`src/design/cgc_pkg.sv`:
```
`default_nettype none
package cgc_pkg;

  // Byte addresses of the registers on the Avalon-MM slave.
  localparam logic [4:0] CLOCK_CONTROL_TWO_ADDR    = 5'h00;
  localparam logic [4:0] REFERENCE_TRIM_ADDR       = 5'h04;
  localparam logic [4:0] CLOCK_STATUS_CONTROL_ADDR = 5'h08;
  localparam logic [4:0] EVENT_STATUS_ADDR         = 5'h0c;
  localparam logic [4:0] EVENT_MASK_ADDR           = 5'h10;

  // Field positions in the status and control register.
  localparam int FINE_POS       = 0;
  localparam int OSC_READY_POS  = 1;
  localparam int MODE_LSB_POS   = 2;

  // Event bit positions in the event status and mask registers.
  localparam int EVT_OSC_READY   = 0;
  localparam int EVT_MODE_CHANGE = 1;
  localparam int EVT_WIDTH       = 2;

  // Values after reset and after power-on.
  localparam logic [1:0] BUS_DIVIDER_RESET = 2'h1;
  localparam logic [7:0] TRIM_POWER_ON     = 8'h80;
  localparam logic       FINE_POWER_ON     = 1'h0;

  // Cycles a newly selected source must run before the switch completes.
  localparam int          SWITCH_TIME_NS = 400;
  localparam int          CLOCK_NS       = 100;
  localparam logic [3:0]  SWITCH_CYCLES  = 4'((SWITCH_TIME_NS + CLOCK_NS - 1) / CLOCK_NS);

  // Source-select and active-mode encodings.
  typedef enum logic [1:0] {
    CGC_SRC_LOOP     = 2'h0,
    CGC_SRC_INTERNAL = 2'h1,
    CGC_SRC_EXTERNAL = 2'h2,
    CGC_SRC_RESERVED = 2'h3
  } cgc_source_e;

  // Layout of the second control register, bit 7 first.
  typedef struct packed {
    logic [1:0] busDivider;
    logic       rangeHigh;
    logic       oscHighGainSelect;
    logic       loopPowerDownInBypass;
    logic       extSourceIsCrystal;
    logic       extRefOutputEnable;
    logic       extRefKeepInStop;
  } cgc_ctrl_two_s;

  localparam cgc_ctrl_two_s CTRL_TWO_RESET = '{BUS_DIVIDER_RESET, 1'b0, 1'b0, 1'b0,
                                               1'b0, 1'b0, 1'b0};

  // Oscillator controls handed to the external oscillator.
  typedef struct packed {
    logic highRange;
    logic highGain;
    logic crystalRequest;
    logic enable;
  } cgc_osc_ctrl_s;

endpackage
`default_nettype wire

```
`src/design/cgc_clock_gen_ctrl.sv`:
```
// Decided for this implementation: the Avalon-MM slave port and the register offsets.
`timescale 1ns/1ns
`default_nettype none
// How it works
// - bus divider divides selected clock 1,2,4,8
// - range bit selects oscillator frequency range
// - gain bit selects high-gain or low-power oscillator
// - low-power bit stops loop in bypass unless background debug active
// - crystal bit requests oscillator else external clock
// - auxiliary reference output only while enabled
// - stop keeps external reference under conditions
// - larger trim value lengthens reference period
// - trim bits binary weighted
// - fine bit is smallest period step
// - mode status reports active clock mode
// - mode status updates after switch synchronization
// - oscillator ready set after start-up completes
// - ready cleared only by enable or crystal
// - source select chooses loop, internal, external
// - bus divider write acts immediately
// - unavailable new source keeps previous source
// - reset leaves trim values unchanged
module cgc_clock_gen_ctrl
  import cgc_pkg::*;
(
  input  wire logic        clock,
  input  wire logic        reset_n,
  input  wire logic        powerOnReset_n,
  input  wire logic [4:0]  address,
  input  wire logic        read,
  input  wire logic        write,
  input  wire logic [31:0] writedata,
  output logic      [31:0] readdata,
  output logic             waitrequest,
  input  wire logic [1:0]  sourceSelect,
  input  wire logic        refIsInternal,
  input  wire logic        backgroundDebugActive,
  input  wire logic        stopMode,
  input  wire logic [2:0]  sourceRunningPin,
  input  wire logic        oscStartupDonePin,
  output logic             busClockTick,
  output cgc_osc_ctrl_s    oscCtrl,
  output logic             loopEnable,
  output logic             extRefAuxEnable,
  output logic             extRefRunInStop,
  output logic      [8:0]  periodCode,
  output logic             irq
);

  // Divide mask for a divider code: tick when the low bits are all ones.
  function automatic logic [2:0] divMaskOf(input logic [1:0] code);
    divMaskOf = 3'((4'h1 << code) - 4'h1);
  endfunction

  ////////////////////////////////////////////////////////////////////////////
  // Register state.
  cgc_ctrl_two_s            ctrlTwo;
  logic [7:0]               trimValue;
  logic                     finePeriodAdjust;
  logic                     oscillatorReady;
  cgc_source_e              activeModeStatus;
  logic [EVT_WIDTH-1:0]     eventStatus;
  logic [EVT_WIDTH-1:0]     eventMask;
  logic                     served;
  logic [2:0]               divCount;
  logic [3:0]               switchCount;
  logic                     lastExtMode;
  logic [2:0]               runSync1;
  logic [2:0]               runSync2;
  logic                     oscSync1;
  logic                     oscSync2;
  cgc_source_e              targetSource;
  logic                     targetRunning;
  logic                     extModeNow;
  logic                     oscReadySet;
  logic                     oscReadyClear;
  logic                     accept;
  logic                     wrCtrl;
  logic                     wrTrim;
  logic                     wrStatus;
  logic                     wrMask;
  logic                     rdEvents;
  logic [EVT_WIDTH-1:0]     eventPulse;
  logic [31:0]              next_readdata;

  typedef enum logic {CGC_SW_IDLE = 1'b0, CGC_SW_WAIT = 1'b1} cgc_switch_e;
  cgc_switch_e switchState;

  ////////////////////////////////////////////////////////////////////////////
  // Avalon slave: one wait state, then the access completes.
  // The extra cycle lets read data come from a flip-flop.
  assign waitrequest = (read | write) & ~served;
  assign accept      = (read | write) & served;
  assign wrCtrl      = accept & write & (address == CLOCK_CONTROL_TWO_ADDR);
  assign wrTrim      = accept & write & (address == REFERENCE_TRIM_ADDR);
  assign wrStatus    = accept & write & (address == CLOCK_STATUS_CONTROL_ADDR);
  assign wrMask      = accept & write & (address == EVENT_MASK_ADDR);
  assign rdEvents    = accept & read & (address == EVENT_STATUS_ADDR);

  // Tracks the wait state of the current access.
  always_ff @(posedge clock or negedge reset_n) begin
    if (!reset_n) begin
      served <= 1'b0;
    end else begin
      served <= (read | write) & ~served;
    end
  end

  // Read mux; unmapped addresses read zero.
  always_comb begin
    next_readdata = 32'h0;
    unique case (address)
      CLOCK_CONTROL_TWO_ADDR:    next_readdata[7:0] = ctrlTwo;
      REFERENCE_TRIM_ADDR:       next_readdata[7:0] = trimValue;
      CLOCK_STATUS_CONTROL_ADDR: next_readdata[3:0] = {activeModeStatus, oscillatorReady,
                                                       finePeriodAdjust};
      EVENT_STATUS_ADDR:         next_readdata[EVT_WIDTH-1:0] = eventStatus;
      EVENT_MASK_ADDR:           next_readdata[EVT_WIDTH-1:0] = eventMask;
      default:                   next_readdata = 32'h0;
    endcase
  end

  // Read data is captured during the wait state and stands at completion.
  always_ff @(posedge clock or negedge reset_n) begin
    if (!reset_n) begin
      readdata <= 32'h0;
    end else if (read & ~served) begin
      readdata <= next_readdata;
    end
  end

  ////////////////////////////////////////////////////////////////////////////
  // Second control register.
  always_ff @(posedge clock or negedge reset_n) begin
    if (!reset_n) begin
      ctrlTwo <= CTRL_TWO_RESET;
    end else if (wrCtrl) begin
      ctrlTwo <= cgc_ctrl_two_s'(writedata[7:0]);
    end
  end

  // Trim values survive a plain reset; only power-on sets them.
  always_ff @(posedge clock or negedge powerOnReset_n) begin
    if (!powerOnReset_n) begin
      trimValue        <= TRIM_POWER_ON;
      finePeriodAdjust <= FINE_POWER_ON;
    end else begin
      if (wrTrim) begin
        trimValue <= writedata[7:0];
      end
      if (wrStatus) begin
        finePeriodAdjust <= writedata[FINE_POS];
      end
    end
  end

  // Fine bit is the least significant step below the trim value.
  assign periodCode = {trimValue, finePeriodAdjust};

  ////////////////////////////////////////////////////////////////////////////
  // Bus clock divider; the divider field acts on the very next tick.
  always_ff @(posedge clock or negedge reset_n) begin
    if (!reset_n) begin
      divCount <= 3'h0;
    end else begin
      divCount <= divCount + 3'h1;
    end
  end

  assign busClockTick = (divCount & divMaskOf(ctrlTwo.busDivider))
                        == divMaskOf(ctrlTwo.busDivider);

  ////////////////////////////////////////////////////////////////////////////
  // Source running indications come from other clock domains.
  always_ff @(posedge clock or negedge reset_n) begin
    if (!reset_n) begin
      runSync1 <= 3'h0;
      runSync2 <= 3'h0;
      oscSync1 <= 1'b0;
      oscSync2 <= 1'b0;
    end else begin
      runSync1 <= sourceRunningPin;
      runSync2 <= runSync1;
      oscSync1 <= oscStartupDonePin;
      oscSync2 <= oscSync1;
    end
  end

  // The reserved code falls back to the loop output.
  assign targetSource = (sourceSelect == CGC_SRC_RESERVED) ? CGC_SRC_LOOP
                        : cgc_source_e'(sourceSelect);
  assign targetRunning = runSync2[targetSource];

  ////////////////////////////////////////////////////////////////////////////
  // Clock switch: the new source must run for several cycles first.
  // A source that never runs leaves the previous mode in place.
  always_ff @(posedge clock or negedge reset_n) begin
    if (!reset_n) begin
      switchState      <= CGC_SW_IDLE;
      switchCount      <= 4'h0;
      activeModeStatus <= CGC_SRC_LOOP;
    end else begin
      unique case (switchState)
        CGC_SW_IDLE: begin
          switchCount <= 4'h0;
          if (targetSource != activeModeStatus) begin
            switchState <= CGC_SW_WAIT;
          end
        end
        CGC_SW_WAIT: begin
          if (targetSource == activeModeStatus) begin
            switchState <= CGC_SW_IDLE;
          end else if (!targetRunning) begin
            switchCount <= 4'h0;
          end else if (switchCount == SWITCH_CYCLES) begin
            activeModeStatus <= targetSource;
            switchState      <= CGC_SW_IDLE;
          end else begin
            switchCount <= switchCount + 4'h1;
          end
        end
      endcase
    end
  end

  ////////////////////////////////////////////////////////////////////////////
  // Oscillator and loop controls.
  // External reference is in use in engaged-external and bypass-external.
  assign extModeNow = (activeModeStatus == CGC_SRC_EXTERNAL)
                      | ((activeModeStatus == CGC_SRC_LOOP) & ~refIsInternal);
  assign oscCtrl.highRange      = ctrlTwo.rangeHigh;
  assign oscCtrl.highGain       = ctrlTwo.oscHighGainSelect;
  assign oscCtrl.crystalRequest = ctrlTwo.extSourceIsCrystal;
  assign oscCtrl.enable         = stopMode ? extRefRunInStop
                                  : (ctrlTwo.extRefOutputEnable | extModeNow);
  assign loopEnable = ~stopMode & ~(ctrlTwo.loopPowerDownInBypass
                      & (activeModeStatus != CGC_SRC_LOOP)
                      & ~backgroundDebugActive);
  assign extRefAuxEnable = ctrlTwo.extRefOutputEnable
                           & (~stopMode | extRefRunInStop);

  // Remembers whether an external mode was active before stop.
  always_ff @(posedge clock or negedge reset_n) begin
    if (!reset_n) begin
      lastExtMode <= 1'b0;
    end else if (!stopMode) begin
      lastExtMode <= extModeNow;
    end
  end

  assign extRefRunInStop = ctrlTwo.extRefKeepInStop
                           & (ctrlTwo.extRefOutputEnable | lastExtMode);

  ////////////////////////////////////////////////////////////////////////////
  // Oscillator ready flag; a set in the clearing cycle wins.
  assign oscReadySet   = ctrlTwo.extSourceIsCrystal
                         & (ctrlTwo.extRefOutputEnable | extModeNow) & oscSync2;
  assign oscReadyClear = ~ctrlTwo.extRefOutputEnable | ~ctrlTwo.extSourceIsCrystal;

  always_ff @(posedge clock or negedge reset_n) begin
    if (!reset_n) begin
      oscillatorReady <= 1'b0;
    end else if (oscReadySet) begin
      oscillatorReady <= 1'b1;
    end else if (oscReadyClear) begin
      oscillatorReady <= 1'b0;
    end
  end

  ////////////////////////////////////////////////////////////////////////////
  // Events: ready rising and a completed mode change.
  assign eventPulse[EVT_OSC_READY]   = oscReadySet & ~oscillatorReady;
  assign eventPulse[EVT_MODE_CHANGE] = (switchState == CGC_SW_WAIT) & targetRunning
                                       & (switchCount == SWITCH_CYCLES)
                                       & (targetSource != activeModeStatus);

  // Sticky bits cleared by a read; a new event in that cycle survives.
  // Only bits that the read reported are cleared: an event in the wait cycle
  // came after the data was captured and would otherwise be lost unseen.
  for (genvar i = 0; i < EVT_WIDTH; i++) begin : g_event
    always_ff @(posedge clock or negedge reset_n) begin
      if (!reset_n) begin
        eventStatus[i] <= 1'b0;
      end else if (eventPulse[i]) begin
        eventStatus[i] <= 1'b1;
      end else if (rdEvents && readdata[i]) begin
        eventStatus[i] <= 1'b0;
      end
    end
  end

  // Event mask register.
  always_ff @(posedge clock or negedge reset_n) begin
    if (!reset_n) begin
      eventMask <= '0;
    end else if (wrMask) begin
      eventMask <= writedata[EVT_WIDTH-1:0];
    end
  end

  assign irq = |(eventStatus & eventMask);
endmodule // cgc_clock_gen_ctrl
`default_nettype wire

```
`config.mk`:
```
export PLATFORM = sky130hd
export DESIGN_NAME = cgc_clock_gen_ctrl
export DESIGN_NICKNAME = d
export VERILOG_FILES = /design/src/design/cgc_pkg.sv /design/src/design/cgc_clock_gen_ctrl.sv
export SDC_FILE = /design/constraint.sdc
export NUM_CORES = 1
export LEC_CHECK = 0
export BUFFER_PORTS_ARGS = -buffer_cell sky130_fd_sc_hd__buf_2
export CAP_MARGIN = 20
export CORE_MARGIN = 2
export CORE_UTILIZATION = 40
export DETAILED_ROUTE_END_ITERATION = 10
export PLACE_DENSITY = 0.8
export SLEW_MARGIN = 20
export SYNTH_ARGS = -nofsm -noshare
export SYNTH_HDL_FRONTEND = slang
export SYNTH_SLANG_ARGS = --single-unit
```
`constraint.sdc`:
```
create_clock -name clock -period 3.1 [get_ports clock]
set_clock_uncertainty 0.05 [all_clocks]
set_input_delay 0.62 -clock clock [delete_from_list [all_inputs] [get_ports clock]]
set_output_delay 0.62 -clock clock [all_outputs]
set_load 0.1 [all_outputs]
```
==> summary.log, run 1 <==
qor: status.status finished, final reports clean
qor: finish.number_of_inserted_diodes 0
qor: route.routedWlPerCell 13.7 um
qor: timing.hold-worst-slack 101 ps
qor: timing.achievable-frequency 413 MHz
qor: global_route.overflow 0
qor: clock_network.tritoncts yes
qor: route.route.antenna.remaining_nets 0
qor: floorplan.floorplan.die.width 83.0 um
qor: synth.syn_inst 227
qor: timing.timing.slew.headroom 42.2%
qor: clock_network.htree_levels 2
qor: route.drt_pass1_iterations 4
qor: synth.synth.mux.area_fraction 12.4%
qor: floorplan.chipHeight 83.0 um
qor: clock_network.post_cts.repair.setup_buffers 0
qor: pwr.irDropWorstVdd 0.445 mV
qor: clock_network.clk_root_buffer_cell sky130_fd_sc_hd__clkbuf_8
qor: pwr.cellPowerDensity 715 mW/mm^2
qor: finish.fillers 563
qor: clock_network.clk_path_buf_depth 2
qor: placement.placed_cell_area 0.00272 mm^2
qor: global_route.grt_first_pass_wirelength 8110 um
qor: pwr.p_seq_share 39.8%
qor: worst_setup_path.timing_worst_setup_path_type flop to primary output
qor: clock_network.clk_pin_slew 90 ps
qor: placement.finalWeightedCongestion 0.850
qor: global_route.grt_max_degree 42
qor: route.via_count 1,781
qor: pwr.net-switching-power 885 uW
qor: clock_network.clkLatencyLatePin 310 ps
qor: timing.setup_repair_after_global_routing_missed_its_margin false
qor: finish.design.final.nets 332
qor: timing.report.final.setup_viol 0
qor: synth.ys_warn_count 0
qor: floorplan.start_util 41.6%
qor: pwr.total_power 2.02 mW
qor: pwr.power.combinational.fraction 37.8%
qor: floorplan.io_pins 102
qor: timing.finalHoldViolCount 0
qor: pwr.netSwitchingFraction 43.8%
qor: synth.synth_adder_area_share 1.50%
qor: synth.largest_family_of_logic_cells_by_synthesized_area simple AND/OR/NAND/NOR gates
qor: clock_network.postCtsHoldBufs 0
qor: floorplan.die-area 0.00688 mm^2
qor: route.drt_iter0_markers 58
qor: synth.distinct_cell_type_count_of_the_synthesized_netlist 43
qor: route.route.detailed.drc 0
qor: global_route.grtUsageTotal 14.5%
qor: clock_network.cts_made_buffers 5
qor: synth.post_synth.cell_area_avg 11.0 um^2
qor: clock_network.cts_resized 0
qor: synth.postSynthRegisterBits 50
qor: clock_network.cts_sinks 50
qor: placement.place_hpwl 3820 um
qor: pwr.pwr-share-clk 22.4%
qor: pwr.internal_power 1.14 mW
qor: floorplan.coreArea 0.00599 mm^2
qor: global_route.number_of_global_route_vias_before_repair 1,716
qor: worst_setup_path.worstSetupEndpointType primary output
qor: finish.flow.area_growth_from_synthesis 13.4%
qor: worst_setup_path.r2r.worst_path.cells 5
qor: route.avgViaCountPerCell 5.03
qor: synth.compound_gate_portion_of_the_synthesized_area 10.8%
qor: timing.final_period_minus_worst_setup_slack 2420 ps
qor: timing.worst_slew_pin_slew 868 ps
qor: route.wirelength 4840 um
qor: timing.fin_crit_sh 78.2%
qor: finish.postLayoutCellArea 0.00283 mm^2
qor: synth.synth-simple-area-share 13.1%
qor: floorplan.fp-row-count 28
qor: synth.synth.yosys.seq_area_share 50.3%
qor: worst_setup_path.worst-endpoint-required 2430 ps
qor: worst_setup_path.cp_max_fo 6
qor: timing.drv_slew 0
qor: hold_path.worstHoldPathType input pin to asynchronous set/reset pin
qor: job.cap_viol_max_count 0
qor: synth.synth-xor-area-share 0.702%
qor: timing.tns 0 ps
qor: placement.io_buffer_count 53
qor: pwr.total_leakage_power 1.40 nW
qor: worst_setup_path.cp-start-kind flop
qor: finish.drive_gt1_share 32.6%
qor: synth.netlist_area 0.00249 mm^2
qor: global_route.antenna_found_initial 0
qor: finish.postLayoutCoreUtil 47.2%
qor: worst_setup_path.worst-endpoint-arrival 1750 ps
-- power by group through the flow --
| stage | Clock, mW | Sequential [mW] | Combinational [mW] |
|---|---|---|---|
| finish | 0.453 | 0.804 | 0.765 |
| CTS | 0.462 | 0.803 | 0.771 |
| global route | 0.494 | 0.816 | 0.813 |
| global placement | 0 | 0.812 | 0.754 |
| detailed placement | 0 | 0.816 | 0.769 |
| floorplan | 0 | 0.922 | 0.558 |
-- layout make-up --
cell class / count / area (um^2) / share of cell area [%]
clock buffers: 5 / 68.8 / 2.43
clock inverters: 3 / 45.0 / 1.59
inverters: 9 / 33.8 / 1.19
multi-input cells: 157 / 1050 / 37.2
flip-flops and latches: 50 / 1250 / 44.3
well taps: 75 / 93.8 / 3.32
repair buffers: 55 / 280 / 9.91
-- state kept, by name (all words and copies together) (netlist names), 2 cells and up --
| name | flops |
|---|---|
| readdata | 8 |
| divCount | 3 |
| eventStatus | 2 |
| ctrlTwo | 5 |
| trimValue | 8 |
| runSync2 | 3 |
| runSync1 | 3 |
| switchCount | 4 |
| eventMask | 2 |
| activeModeStatus | 2 |
| oscCtrl | 3 |
-- layer usage --
metal,up-vias,wire (um),global-route usage (%),share of wire (%)
li1,848,-,-,-
met1,853,2120,18.8,44
met2,72,2340,23.7,48
met3,8,273,2.98,5.6
met4,0,101,5.81,2.1
met5,-,0,0,0
-- stage by stage --
stage,instances,setup slack [ps]
2_1_floorplan,250,-294
3_3_place_gp,346,716
3_5_place_dp,346,711
4_1_cts,354,678
5_1_grt,354,562
6_report,354,676
-- worst max-delay path: stages, from the launching register on --
cell and delay (ps):
sky130_fd_sc_hd__dfrtp_1 470, sky130_fd_sc_hd__inv_1 80, sky130_fd_sc_hd__a21oi_1 220, sky130_fd_sc_hd__nor2_1 120, sky130_fd_sc_hd__a21oi_2 130, sky130_fd_sc_hd__buf_2 430
-- cells in the mapped netlist --
| library cell | n | area share, % |
|---|---|---|
| sky130_fd_sc_hd__dfrtp_1 | 48 | 48 |
| sky130_fd_sc_hd__buf_4 | 28 | 8.4 |
| sky130_fd_sc_hd__mux2_2 | 21 | 9.5 |
| sky130_fd_sc_hd__nand2_1 | 19 | 2.9 |
| sky130_fd_sc_hd__nor2_1 | 16 | 2.4 |
| sky130_fd_sc_hd__o21ai_0 | 11 | 2.2 |
| sky130_fd_sc_hd__inv_1 | 9 | 1.4 |
| sky130_fd_sc_hd__nor2b_1 | 7 | 1.8 |
| sky130_fd_sc_hd__a22o_1 | 6 | 2.1 |
| sky130_fd_sc_hd__a22oi_1 | 5 | 1.5 |
| sky130_fd_sc_hd__mux2i_1 | 5 | 2.0 |
| sky130_fd_sc_hd__nor3_1 | 5 | 1.0 |
| sky130_fd_sc_hd__a21oi_1 | 4 | 0.80 |
| sky130_fd_sc_hd__a32o_1 | 3 | 1.2 |
| sky130_fd_sc_hd__buf_2 | 3 | 0.60 |
| sky130_fd_sc_hd__ha_1 | 3 | 1.5 |
| sky130_fd_sc_hd__a21boi_0 | 2 | 0.60 |
| sky130_fd_sc_hd__and2_1 | 2 | 0.50 |
| sky130_fd_sc_hd__dfstp_2 | 2 | 2.1 |
| sky130_fd_sc_hd__nand2b_1 | 2 | 0.50 |
| sky130_fd_sc_hd__nand4_1 | 2 | 0.50 |
| sky130_fd_sc_hd__o22ai_1 | 2 | 0.50 |
| sky130_fd_sc_hd__xor2_1 | 2 | 0.70 |
| sky130_fd_sc_hd__a211oi_1 | 1 | 0.30 |
| sky130_fd_sc_hd__a22oi_2 | 1 | 0.50 |
| sky130_fd_sc_hd__and3_1 | 1 | 0.25 |
| sky130_fd_sc_hd__clkbuf_1 | 1 | 0.15 |
| sky130_fd_sc_hd__clkbuf_2 | 1 | 0.20 |
| sky130_fd_sc_hd__clkdlybuf4s15_1 | 1 | 0.40 |
| sky130_fd_sc_hd__conb_1 | 1 | 0.15 |
| sky130_fd_sc_hd__mux4_2 | 1 | 0.90 |
| sky130_fd_sc_hd__nand3_1 | 1 | 0.20 |
| sky130_fd_sc_hd__nand3b_1 | 1 | 0.30 |
| sky130_fd_sc_hd__nand4b_1 | 1 | 0.35 |
| sky130_fd_sc_hd__nor3_2 | 1 | 0.40 |
| sky130_fd_sc_hd__nor3b_1 | 1 | 0.30 |
| sky130_fd_sc_hd__nor4_1 | 1 | 0.25 |
| sky130_fd_sc_hd__nor4_4 | 1 | 0.85 |
| sky130_fd_sc_hd__nor4bb_1 | 1 | 0.40 |
| sky130_fd_sc_hd__o211ai_1 | 1 | 0.30 |
| sky130_fd_sc_hd__o2bb2ai_1 | 1 | 0.35 |
| sky130_fd_sc_hd__o32a_1 | 1 | 0.40 |
| sky130_fd_sc_hd__or3_1 | 1 | 0.25 |
-- logic make-up after synthesis --
kind of cell / Yosys count
and+or+nand+nor: 63
adders and majority gates: 3
AOI/OAI and AO/OA: 38
DFF: 50
xor gates and xnor gates: 2
other: 1
buffers and inverters: 43
muxes: 27
-- layout by cell type, fill, tap and decap left out, types with 3 or more instances in the layout --
cell type	n
sky130_fd_sc_hd__a22oi_1	5
sky130_fd_sc_hd__mux2_2	21
sky130_fd_sc_hd__buf_2	53
sky130_fd_sc_hd__dfrtp_1	48
sky130_fd_sc_hd__a22o_1	6
sky130_fd_sc_hd__ha_1	3
sky130_fd_sc_hd__nor2_1	16
sky130_fd_sc_hd__inv_1	9
sky130_fd_sc_hd__clkbuf_8	5
sky130_fd_sc_hd__nor3_1	5
sky130_fd_sc_hd__o21ai_0	11
sky130_fd_sc_hd__nand2_1	19
sky130_fd_sc_hd__a32o_1	3
sky130_fd_sc_hd__nor2b_1	7
sky130_fd_sc_hd__conb_1	24
sky130_fd_sc_hd__mux2i_1	5
sky130_fd_sc_hd__a21oi_1	3
-- path summary, 6_finish.rpt --
path	start	endpoint	slack, ps
hold / removal	powerOnReset_n	finePeriodAdjust	100
hold reg to reg	oscSync1	oscSync2	300
max in group asynchronous	reset_n	readdata[0]	2080
setup / recovery	activeModeStatus[1]	oscCtrl[0]	680
min in group clock	oscSync1	oscSync2	300
setup reg to reg	activeModeStatus[0]	switchCount[3]	1430
(Power assumes the default switching activity.)
==> run 2: changes to the inputs <==
- PLACE_DENSITY: 0.8 -> 0.83
- clock period: 3.1 -> 2.1 ns (I/O delays scaled with it)
==> run 2 against run 1 <==
Critical path depth shrank 1. Sequential share of layout area fell by 1.4 points. Die area did not move. Sequential cell count stayed put. Clock power is 25% higher. Worst setup slack lost 530 ps. Total power is 46% higher. Count of clock-buffer cells in the layout grew 3. First-iteration DRC count is 130% higher. Sequential power rose by 48%. Cell area rose by 3.3%. Global-route usage is 1.2 points higher. Critical path type unchanged. Critical endpoint is now loopEnable. Largest cell class unchanged.
==> summary.log, run 2 (synthesized netlist as in run 1, its figures left out) <==
qor: job.cap_viol_max_count 0 [unchanged]
qor: worst_setup_path.critical_path.slowest_cell sky130_fd_sc_hd__dfrtp_1 [unchanged]
qor: finish.postLayoutCellArea 0.00292 mm^2 [was 0.00283 mm^2]
qor: route.drt_iter0_markers 132 [was 58]
qor: worst_setup_path.crit_path_cell_trace nor2_1 -> nor3b_1 -> nor2_2 -> buf_2 [was inv_1 -> a21oi_1 -> nor2_1 -> a21oi_2 -> buf_2]
qor: finish.top_regs readdata (8), trimValue (8), ctrlTwo (5) [unchanged]
qor: hold_path.worstHoldPathType input pin to asynchronous set/reset pin [unchanged]
qor: timing.fin_crit_sh 93.2%
qor: route.via_count 1,794 [was 1,781]
qor: worst_setup_path.cp-start-kind flop [unchanged]
qor: global_route.number_of_global_route_vias_before_repair 1,783 [was 1,716]
qor: finish.design.final.nets 341 [was 332]
qor: floorplan.io_pins 102 [unchanged]
qor: clock_network.clkLatencyLatePin 300 ps [was 310 ps]
qor: worst_setup_path.crit_end loopEnable [was oscCtrl[0]]
qor: route.avgViaCountPerCell 4.94 [was 5.03]
qor: clock_network.cts_sinks 50 [unchanged]
qor: pwr.total_power 2.95 mW [was 2.02 mW]
qor: clock_network.clk_path_buf_depth 2 [unchanged]
qor: worst_setup_path.reg2reg_from switchCount[0] [was activeModeStatus[0]]
qor: timing.final_period_minus_worst_setup_slack 1960 ps
qor: finish.number_of_inserted_diodes 0 [unchanged]
qor: finish.final_common_cell sky130_fd_sc_hd__buf_2 [unchanged]
qor: route.wirelength 4980 um [was 4840 um]
qor: global_route.overflow 0 [unchanged]
qor: route.route.antenna.remaining_nets 0 [unchanged]
qor: floorplan.start_util 41.6% [unchanged]
qor: timing.timing.slew.headroom 65.6% [was 42.2%]
qor: placement.finalWeightedCongestion 0.798 [was 0.850]
qor: placement.placed_cells_incl_taps 354 [was 346]
qor: timing.hold-worst-slack 119 ps [was 101 ps]
qor: worst_setup_path.r2r-end activeModeStatus[0] [was switchCount[3]]
qor: floorplan.fp-row-count 28 [unchanged]
qor: timing.tns 0 ps [unchanged]
qor: pwr.total_leakage_power 1.46 nW [was 1.40 nW]
qor: finish.layoutNonFillerInstCount 363 [was 354]
qor: worst_setup_path.worstSetupEndpointType primary output [unchanged]
qor: route.route.detailed.drc 0 [unchanged]
qor: route.routedWlPerCell 13.7 um [about the same]
qor: clock_network.cts_made_buffers 5 [unchanged]
qor: pwr.irDropWorstVdd 0.747 mV [was 0.445 mV]
qor: worst_setup_path.timing_worst_setup_path_type flop to primary output [unchanged]
qor: worst_setup_path.cpPeakStageDelay 460 ps [was 470 ps]
qor: route.drt_pass1_iterations 5 [was 4]
qor: timing.setup_repair_after_global_routing_missed_its_margin false [unchanged]
qor: worst_setup_path.r2r.worst_path.cells 5 [unchanged]
qor: finish.flow.area_growth_from_synthesis 17.2% [was 13.4%]
qor: clock_network.htree_levels 2 [unchanged]
qor: placement.placed_cell_area 0.00282 mm^2 [was 0.00272 mm^2]
qor: global_route.antenna_found_initial 0 [unchanged]
qor: global_route.grt_max_degree 42 [unchanged]
qor: timing.drv_slew 0 [unchanged]
qor: clock_network.clk_pin_slew 80 ps [was 90 ps]
qor: placement.place_hpwl 3840 um [was 3820 um]
qor: timing.finalHoldViolCount 0 [unchanged]
qor: timing.worst_slew_pin_slew 517 ps [was 868 ps]
qor: worst_setup_path.worst-endpoint-arrival 1490 ps [was 1750 ps]
qor: pwr.cellPowerDensity 1010 mW/mm^2 [was 715 mW/mm^2]
qor: finish.drive_gt1_share 36.1% [was 32.6%]
qor: worst_setup_path.cp_max_fo 7 [was 6]
qor: floorplan.floorplan.die.width 83.0 um [unchanged]
qor: floorplan.die-area 0.00688 mm^2 [unchanged]
qor: clock_network.clk_root_buffer_cell sky130_fd_sc_hd__clkbuf_8 [unchanged]
qor: global_route.grtUsageTotal 15.6% [was 14.5%]
qor: global_route.grt_first_pass_wirelength 8790 um [was 8110 um]
qor: timing.report.final.setup_viol 0 [unchanged]
qor: worst_setup_path.worst-endpoint-required 1630 ps [was 2430 ps]
qor: worst_setup_path.ff2ff_setup_slack 490 ps [was 1430 ps]
qor: floorplan.chipHeight 83.0 um [unchanged]
qor: clock_network.tritoncts yes [unchanged]
qor: finish.most-common-layout-cells sky130_fd_sc_hd__buf_2, sky130_fd_sc_hd__dfrtp_1, sky130_fd_sc_hd__conb_1 [unchanged]
qor: floorplan.coreArea 0.00599 mm^2 [unchanged]
qor: timing.achievable-frequency 511 MHz
qor: worst_setup_path.setup.worst_path.start activeModeStatus[0] [was activeModeStatus[1]]
qor: status.status finished, final reports clean [unchanged]
qor: placement.io_buffer_count 53 [unchanged]
run 2: cell types whose count changed in the layout (fill, tap and decap cells not counted), moves of 2 or more:
cell                         change
sky130_fd_sc_hd__buf_4           +8
sky130_fd_sc_hd__nor2_1          -3
sky130_fd_sc_hd__a21oi_1         -2
sky130_fd_sc_hd__clkbuf_1        +2
sky130_fd_sc_hd__clkinvlp_4      -2
sky130_fd_sc_hd__nor2_2          +2
run 2: critical path: cells and delay by family (launching register included):
kind / cells / cell delay (ps)
and+or+nand+nor: 3 / 310
DFF: 1 / 460
buffers and inverters: 1 / 420
run 2: what timing repair did:
item | CTS | global route
setup buffers | 0 | 0
hold buffers | 1 | 0
hold endpoints to repair | 8 | 0
endpoints found under the setup margin | 0 | 1
resized for setup | 0 | 2
run 2: power by group:
group	leakage (nW)	switching (mW)	internal, mW
Combinational	0.777	0.913	0.275
Sequential	0.634	0.105	1.09
Clock	0.0455	0.299	0.269
run 2: layout make-up:
type / instances / area, um^2
Inverter: 9 / 33.8
Fill cell: 553 / 3070
Tap cell: 75 / 93.8
Multi-Input combinational cell: 157 / 1080
Clock buffer: 8 / 90.1
Sequential cell: 50 / 1250
Timing Repair Buffer: 64 / 365
run 2: per-stage QoR:
step	setup slack, ps	util (%)
2_1_floorplan	-22.7	-
3_3_place_gp	188	47.0
4_1_cts	13.3	48.7
6_report	142	48.8
5_1_grt	34.4	48.8
3_5_place_dp	179	47.0
run 2: worst min-delay path by stage:
stage	endpoint	slack, ps	startpoint	cells past startpoint
2_1_floorplan	activeModeStatus[0]	70	reset_n	0
3_3_place_gp	trimValue[4]	230	powerOnReset_n	1
3_5_place_dp	trimValue[4]	230	powerOnReset_n	1
4_1_cts	runSync1[2]	140	reset_n	2
5_1_grt	runSync1[2]	160	reset_n	2
6_report	runSync1[0]	120	reset_n	2
run 2: layer usage:
metal	up-vias	part of all wire, %	track usage [%]
met5	-	0	0
met4	0	1.4	5.96
met3	6	6.2	3.48
met2	76	46	24.1
met1	850	46	21.5
li1	862	-	-
